<file path="src/adcs_consts.vh">
// Contract
// - All pairs single-ended, codes 0000 to 0111 route inputs zero to seven.
// - Any code with its top bit set selects the temperature sensor.
// - A differential pair's even code selects it, even input +, odd input -.
// - The pairs 0/1, 2/3, 4/5 and 6/7 are each configured on their own.
// - Config bits 7:3 hold the clock period field and bits 2:0 the gain code.
// - Period field N above zero gives a SAR clock of system clock / (2(N+1)).
// - Reset loads the config register with 11111000.
// - A period field of zero makes the SAR clock the system clock.
// - Gain 000 is 1, 001 is 2, 010 is 4, 011 is 8, 10x is 1 and 11x is 0.5.
// - A pair bit of zero keeps both inputs single-ended, one pairs them.
`ifndef ADCS_CONSTS_VH
`define ADCS_CONSTS_VH

// Reset values of the three registers.
`define ADCS_CHAN_SEL_RESET 8'h00
`define ADCS_PAIR_CFG_RESET 8'h00
`define ADCS_CLK_GAIN_RESET 8'hF8

// Field positions.
`define ADCS_ADDR_MSB 3
`define ADCS_ADDR_LSB 0
`define ADCS_PAIR_MSB 3
`define ADCS_PAIR_LSB 0
`define ADCS_PERIOD_MSB 7
`define ADCS_PERIOD_LSB 3
`define ADCS_GAIN_MSB 2
`define ADCS_GAIN_LSB 0

// Multiplexer code that stands for the temperature sensor.
`define ADCS_TEMP_SEL 4'h8

// Decoded gain selects, log2 of gain plus one.
`define ADCS_GSEL_HALF 3'h0
`define ADCS_GSEL_X1 3'h1
`define ADCS_GSEL_X2 3'h2
`define ADCS_GSEL_X4 3'h3
`define ADCS_GSEL_X8 3'h4

// Rates in hertz and the smallest period field that keeps the limit.
`define ADCS_SYS_HZ 40000000
`define ADCS_SAR_MAX_HZ 2500000
`define ADCS_MIN_PERIOD ((`ADCS_SYS_HZ + 2 * `ADCS_SAR_MAX_HZ - 1) / (2 * `ADCS_SAR_MAX_HZ) - 1)

`endif

</file>
<file path="src/adcs_sar_clk_div.v">
`timescale 1ns/1ps
`default_nettype none
module adcs_sar_clk_div #(
    parameter PERIOD_W = 5
) (
    // Clock and reset.
    input wire core_clk_i,
    input wire rst_b_i,
    // Divider control.
    input wire [PERIOD_W-1:0] period_i,
    input wire restart_i,
    // Conversion clock view.
    output reg sar_clk_o,
    output reg sar_clk_en_o
);

reg [PERIOD_W-1:0] cnt;

////////////////////////////////////////////////////////////////////////////
// Half period is period plus one cycles, so the full period is 2(N+1).
// The enable pulses once per conversion clock, at its rising edge.
always @(posedge core_clk_i or negedge rst_b_i) begin
    if (!rst_b_i) begin
        cnt <= {PERIOD_W{1'b0}};
        sar_clk_o <= 1'b0;
        sar_clk_en_o <= 1'b0;
    end else if (restart_i) begin
        // A new divisor starts a clean low half period.
        cnt <= {PERIOD_W{1'b0}};
        sar_clk_o <= 1'b0;
        sar_clk_en_o <= 1'b0;
    end else if (period_i == {PERIOD_W{1'b0}}) begin
        // Undivided: every system clock is a conversion clock.
        cnt <= {PERIOD_W{1'b0}};
        sar_clk_o <= ~sar_clk_o;
        sar_clk_en_o <= 1'b1;
    end else if (cnt == period_i) begin
        cnt <= {PERIOD_W{1'b0}};
        sar_clk_o <= ~sar_clk_o;
        sar_clk_en_o <= ~sar_clk_o;
    end else begin
        cnt <= cnt + {{(PERIOD_W-1){1'b0}}, 1'b1};
        sar_clk_en_o <= 1'b0;
    end
end

endmodule // adcs_sar_clk_div
`default_nettype wire

</file>
<file path="src/adcs_top.v">
`timescale 1ns/1ps
`default_nettype none
`include "adcs_consts.vh"
module adcs_top (
    // Clock and reset.
    input wire core_clk_i,
    input wire rst_b_i,
    // Register write strobes and shared write data.
    input wire chan_sel_wr_i,
    input wire pair_cfg_wr_i,
    input wire clk_gain_wr_i,
    input wire [7:0] sfr_wdata_i,
    // Register read values.
    output wire [7:0] mux_channel_select_o,
    output wire [7:0] input_pair_config_o,
    output wire [7:0] converter_clock_gain_config_o,
    // Multiplexer steering.
    output reg [3:0] mux_pos_sel_o,
    output reg [2:0] mux_neg_sel_o,
    output reg mux_diff_o,
    output reg mux_temp_o,
    // Amplifier and conversion clock.
    output reg [2:0] pga_gain_sel_o,
    output wire sar_clk_o,
    output wire sar_clk_en_o,
    output reg sar_rate_high_o
);

reg [3:0] mux_address_field;
reg [3:0] input_pair_config;
reg [4:0] sar_clock_period_field;
reg [2:0] amplifier_gain_code;

// Reset images of the registers at full eight-bit width; each field is sliced out where it loads.
localparam [7:0] CHAN_RST = `ADCS_CHAN_SEL_RESET;
localparam [7:0] PAIR_RST = `ADCS_PAIR_CFG_RESET;
localparam [7:0] CFG_RST = `ADCS_CLK_GAIN_RESET;

////////////////////////////////////////////////////////////////////////////
// Decode functions.

// Maps the gain code onto a log2-plus-one select.
function [2:0] gain_sel;
    input [2:0] code;
    begin
        case (code)
            3'h0: gain_sel = `ADCS_GSEL_X1;
            3'h1: gain_sel = `ADCS_GSEL_X2;
            3'h2: gain_sel = `ADCS_GSEL_X4;
            3'h3: gain_sel = `ADCS_GSEL_X8;
            3'h4: gain_sel = `ADCS_GSEL_X1;
            3'h5: gain_sel = `ADCS_GSEL_X1;
            default: gain_sel = `ADCS_GSEL_HALF;
        endcase
    end
endfunction

// Tells whether the pair that holds this input is differential.
function pair_is_diff;
    input [2:0] idx;
    input [3:0] pairs;
    begin
        pair_is_diff = pairs[idx[2:1]];
    end
endfunction

// Positive input select; the temperature sensor wins over everything.
function [3:0] pos_sel;
    input [3:0] addr;
    input [3:0] pairs;
    begin
        if (addr[3]) begin
            pos_sel = `ADCS_TEMP_SEL;
        end else if (pair_is_diff(addr[2:0], pairs)) begin
            // Either code of a differential pair gives the even input.
            pos_sel = {1'b0, addr[2:1], 1'b0};
        end else begin
            pos_sel = {1'b0, addr[2:0]};
        end
    end
endfunction

// Tells whether the code selects a differential pair and not the sensor.
function diff_sel;
    input [3:0] addr;
    input [3:0] pairs;
    begin
        diff_sel = ~addr[3] & pair_is_diff(addr[2:0], pairs);
    end
endfunction

////////////////////////////////////////////////////////////////////////////
// Channel select register; upper bits hold nothing.
always @(posedge core_clk_i or negedge rst_b_i) begin
    if (!rst_b_i) begin
        mux_address_field <= CHAN_RST[`ADCS_ADDR_MSB:`ADCS_ADDR_LSB];
    end else if (chan_sel_wr_i) begin
        mux_address_field <=
            sfr_wdata_i[`ADCS_ADDR_MSB:`ADCS_ADDR_LSB];
    end
end

// Input pair configuration register, one bit per pair.
always @(posedge core_clk_i or negedge rst_b_i) begin
    if (!rst_b_i) begin
        input_pair_config <= PAIR_RST[`ADCS_PAIR_MSB:`ADCS_PAIR_LSB];
    end else if (pair_cfg_wr_i) begin
        input_pair_config <=
            sfr_wdata_i[`ADCS_PAIR_MSB:`ADCS_PAIR_LSB];
    end
end

// Clock and gain configuration register.
always @(posedge core_clk_i or negedge rst_b_i) begin
    if (!rst_b_i) begin
        sar_clock_period_field <=
            CFG_RST[`ADCS_PERIOD_MSB:`ADCS_PERIOD_LSB];
        amplifier_gain_code <=
            CFG_RST[`ADCS_GAIN_MSB:`ADCS_GAIN_LSB];
    end else if (clk_gain_wr_i) begin
        sar_clock_period_field <=
            sfr_wdata_i[`ADCS_PERIOD_MSB:`ADCS_PERIOD_LSB];
        amplifier_gain_code <=
            sfr_wdata_i[`ADCS_GAIN_MSB:`ADCS_GAIN_LSB];
    end
end

// Read values; unused bits read as zero.
assign mux_channel_select_o = {4'h0, mux_address_field};
assign input_pair_config_o = {4'h0, input_pair_config};
assign converter_clock_gain_config_o =
    {sar_clock_period_field, amplifier_gain_code};

////////////////////////////////////////////////////////////////////////////
// Registered steering to the multiplexer and amplifier, one cycle behind
// the registers so the analogue side sees glitch-free selects.
always @(posedge core_clk_i or negedge rst_b_i) begin
    if (!rst_b_i) begin
        mux_pos_sel_o <= 4'h0;
        mux_neg_sel_o <= 3'h0;
        mux_diff_o <= 1'b0;
        mux_temp_o <= 1'b0;
        pga_gain_sel_o <= `ADCS_GSEL_X1;
        sar_rate_high_o <= 1'b0;
    end else begin
        mux_pos_sel_o <= pos_sel(mux_address_field, input_pair_config);
        mux_temp_o <= mux_address_field[3];
        mux_diff_o <= diff_sel(mux_address_field, input_pair_config);
        // Negative side is the odd input of the pair; zero otherwise.
        if (diff_sel(mux_address_field, input_pair_config)) begin
            mux_neg_sel_o <= {mux_address_field[2:1], 1'b1};
        end else begin
            mux_neg_sel_o <= 3'h0;
        end
        pga_gain_sel_o <= gain_sel(amplifier_gain_code);
        // Flags a divisor that runs the conversion clock above its limit.
        sar_rate_high_o <= (sar_clock_period_field < `ADCS_MIN_PERIOD);
    end
end

////////////////////////////////////////////////////////////////////////////
// Conversion clock divider, restarted by every clock and gain configuration write.
adcs_sar_clk_div #(
    .PERIOD_W(5)
) u_div (
    .core_clk_i(core_clk_i),
    .rst_b_i(rst_b_i),
    .period_i(sar_clock_period_field),
    .restart_i(clk_gain_wr_i),
    .sar_clk_o(sar_clk_o),
    .sar_clk_en_o(sar_clk_en_o)
);

endmodule // adcs_top
`default_nettype wire

</file>
<file path="config.mk">
export PLATFORM = sky130hd
export DESIGN_NAME = adcs_top
export DESIGN_NICKNAME = d
export VERILOG_FILES = /design/src/adcs_sar_clk_div.v /design/src/adcs_top.v
export VERILOG_INCLUDE_DIRS = /design/src /design/src/src
export SDC_FILE = /design/constraint.sdc
export NUM_CORES = 1
export LEC_CHECK = 0
export ABC_CLOCK_PERIOD_IN_PS = 1950
export BUFFER_PORTS_ARGS = -buffer_cell sky130_fd_sc_hd__buf_2
export CAP_MARGIN = 30
export CORE_MARGIN = 2
export CORE_UTILIZATION = 48
export DETAILED_ROUTE_END_ITERATION = 6
export GPL_TIMING_DRIVEN = 0
export PLACE_DENSITY = 0.77
export SYNTH_ARGS = -nofsm -noshare
export SYNTH_HDL_FRONTEND = slang
export SYNTH_HIERARCHICAL = 1
export SYNTH_SLANG_ARGS = --single-unit
</file>
<file path="constraint.sdc">
create_clock -name core_clk_i -period 1.95 [get_ports core_clk_i]
set_input_delay 0.2925 -clock core_clk_i [delete_from_list [all_inputs] [get_ports core_clk_i]]
set_output_delay 0.2925 -clock core_clk_i [all_outputs]
set_load 0.03 [all_outputs]
</file>
==> metrics.md <==
| Metric | Value |
|---|---|
| Result of the run | `finished, final reports clean` |
| Number of buffers added by the clock tree synthesis step | `5` |
| Drt pass-1 iters | `4` |
| Leak Pwr | `0.9158 nW` |
| Share of cells above drive strength 1 | `0.4941` |
| Multiplexer share of the synthesized area | `0.1645` |
| Post-synthesis share of cell area spent on and, or, nand and nor gates | `0.09415` |
| I/O Buffers | `43` |
| Count of cells resized by post-cts repair | `0` |
| H-tree depth | `2` |
| Period minus WS final | `1593 ps` |
| Clock tree from TritonCTS | `yes` |
| Number of register bits inferred by synthesis | `34` |
| Maximum buffer depth of the clock tree | `2` |
| RSZ-0062 raised after global routing | `no` |
| Global-route wire length before repair | `4519 um` |
| Post-synthesis cell count | `112` |
| Pwr dens | `905.1 nW/um2` |
| Clock sink count | `34` |
| Maximum resistive drop on vdd | `476.1 uV` |
| CP required | `2220 ps` |
| Slew HR | `0.5112` |
| Number of DRC violations after detailed-routing iteration 0 | `27` |
| Fmax | `0.6277 GHz` |
| Crit Path Max Fanout | `5` |
| Slew at the pin closest to its max-slew limit | `733.2 ps` |
| Total count of max-transition violations in the final report | `0` |
| Initial core utilization | `0.4954` |
| Total power consumption of the routed design | `1.638 mW` |
| Sequential fraction of the synthesis area | `0.5818` |
| Category of the worst setup path capture point | `flip-flop` |
| Syn Area/Cell | `13.17 um2` |
| Crit Path Class | `reg -> reg` |
| Remaining global-route overflow | `0` |
| Setup-failing EPs final | `0` |
| Fraction of the mapped netlist area in compound gates | `0.03902` |
| Post-CTS Hold Buffers | `0` |
| Dominant cell type by area after synthesis | `dfrtp_1` |
| # IOs | `52` |
| Die Outline Area | `3533 um2` |
| Layout Skew | `11.07 ps` |
| Total GRT Usage | `0.1789` |
| Aggregate routed wire length | `2745 um` |
| Share of synthesized cell area in full adder, half adder and majority cells | `0.008482` |
| Remaining antenna violation count after routing | `0` |
| Final setup TNS | `0 ps` |
| Vias in the first global route | `964` |
| Number of warnings issued by yosys | `6` |
| Mean routed wirelength per cell | `13.52 um` |
| Final nets | `183` |
| Data arrival at the endpoint of the critical path | `1860 ps` |
| Xor-xnor portion of the synthesized cell area | `0.04750` |
| Synth top area cells | `dfrtp_1 47%, dfstp_2 11%, mux2_2 9.9%` |
| Count of distinct cell types in the synthesized netlist | `30` |
| Area delta synth->final | `22.65%` |
| Clock transition at the registers of the reported paths | `100 ps` |
| Die extent in x | `59.44 um` |
| Via total after detailed routing | `1019` |
| Placer's final routability congestion estimate | `0.7304` |
| Clock latency reported for the late side of the worst-skew pair | `340 ps` |
| Final-layout worst hold slack | `11.76 ps` |
| Height of the chip | `59.44 um` |
| Sort of element at the start of the critical path | `flip-flop` |
| Final-report hold violation count | `0` |
| Commonest cells after routing, fill and taps aside | `44 x buf_2, 28 x dfrtp_1, 13 x mux2_2, 10 x buf_4, 8 x conb_1` |
| Main combinational cell family by area after synthesis | `multiplexers` |
| Post-synth design cell area | `1475 um2` |
| Number of buffers inserted by post-CTS setup repair | `0` |
| Share of Yosys cell area claimed by the top area cell type | `0.4750` |
| Most frequent standard cell in the layout excluding fill and tap cells | `buf_2` |
| Final Util | `0.6076` |
| Core Box Area | `2978 um2` |
| Pin count of the biggest net entering global routing | `35` |
| Min-delay worst type | `in -> async` |
| Number of max-cap violations | `0` |
| Initial antenna violation count | `0` |
| Final clock period utilization by the worst path | `0.8170` |
| DR DRC count | `0` |
| Number of antenna diodes | `0` |
| Cell chosen for the clock root | `clkbuf_4` |
| Post-detailed-placement half-perimeter wirelength | `2027 um` |
| Number of standard-cell rows in the floorplan | `20` |
| Detailed-route vias per instance | `5.020` |
## where the power goes
group / internal [mW] / total, mW / switching [mW] / leakage [nW]
sequential: 0.786 / 0.855 / 0.0693 / 0.417
combinational: 0.154 / 0.419 / 0.266 / 0.467
clock: 0.137 / 0.363 / 0.226 / 0.0320
## stage by stage
stage	instance area [um2]	setup slack, ps	cells
final	1809	356.8	203
after global routing	1809	206.8	203
after CTS	1809	337.6	203
after detailed placement	1758	355.7	195
after global placement	1758	395.1	195
after floorplan	1501	430.4	119
## state kept, by name, summed over array words and instances, names as in the netlist
signal,flops
amplifier_gain_code,3
mux_address_field,4
u_div/cnt,5
mux_pos_sel_o,4
sar_rate_high_o,1
sar_clock_period_field,5
u_div/sar_clk_o,1
mux_neg_sel_o,3
pga_gain_sel_o,3
u_div/sar_clk_en_o,1
input_pair_config,4
## layer usage
| metal | up-vias | track usage | wire, um |
|---|---|---|---|
| met3 | 7 | 0.05895 | 164 |
| li1 | 480 | - | - |
| met5 | - | 0 | 0 |
| met4 | 0 | 0.08766 | 57 |
| met1 | 498 | 0.2119 | 1140 |
| met2 | 34 | 0.2904 | 1383 |
## logic make-up (layout without fill, tap and decap cells)
logic type,Yosys count,after routing
AO/OA/AOI/OAI,9,9
XOR/XNOR,8,8
adder cells (fa/ha/maj),1,1
buffers and inverters,14,65
flip-flops,34,34
multiplexers,21,21
other,1,8
AND/OR/NAND/NOR,24,24
## Yosys cell counts
library cell / count
mux4_2: 1
mux2i_1: 4
o21ai_0: 2
buf_2: 1
a21oi_1: 2
nor4b_1: 1
xnor2_1: 6
nor2b_1: 5
conb_1: 1
dfstp_2: 6
mux2_1: 3
nand4_2: 1
nand3_1: 2
a311oi_1: 1
ha_1: 1
nor3_1: 1
nor2_1: 7
nor4_1: 1
or3_1: 1
nor2b_2: 1
a21boi_0: 2
dfrtp_1: 28
nand2_1: 3
a31oi_1: 1
xor2_1: 2
o211ai_1: 1
nor3b_2: 1
mux2_2: 13
buf_4: 10
inv_1: 3
## worst max-delay path: stages, from the launching register on
cell,delay [ps]
dfstp_2,410
nor4_1,560
nor4b_1,380
a31oi_1,90
nand2_1,90
## path summary, 6_finish.rpt
check                                                      startpoint  slack, ps                                    end  cells after the start
worst min register to register     amplifier_gain_code[2]$_DFFE_PN0P_        510            pga_gain_sel_o[0]$_DFF_PN1_                      1
worst max register to register  sar_clock_period_field[1]$_DFFE_PN1P_        360            u_div/sar_clk_o$_DFFE_PN0P_                      4
worst min-delay path                                          rst_b_i         10       mux_address_field[0]$_DFFE_PN0P_                      1
min in group core_clk_i                                sfr_wdata_i[6]        170  sar_clock_period_field[3]$_DFFE_PN1P_                      2
worst max-delay path            sar_clock_period_field[1]$_DFFE_PN1P_        360            u_div/sar_clk_o$_DFFE_PN0P_                      4
max in group asynchronous                                     rst_b_i       1470             mux_neg_sel_o[0]$_DFF_PN0_                      1
## area by class of cell
type                       count  area (um2)
buffer                        11       80.08
clock buffer                   6       41.29
clock inverter                 2       10.01
fill                         257        1169
inverter                       3       11.26
multi-input combinational     71       551.8
sequential                    34       858.3
tap                           33       41.29
timing repair buffer          43       215.2
Note: power is estimated with default switching activity, not from simulation.
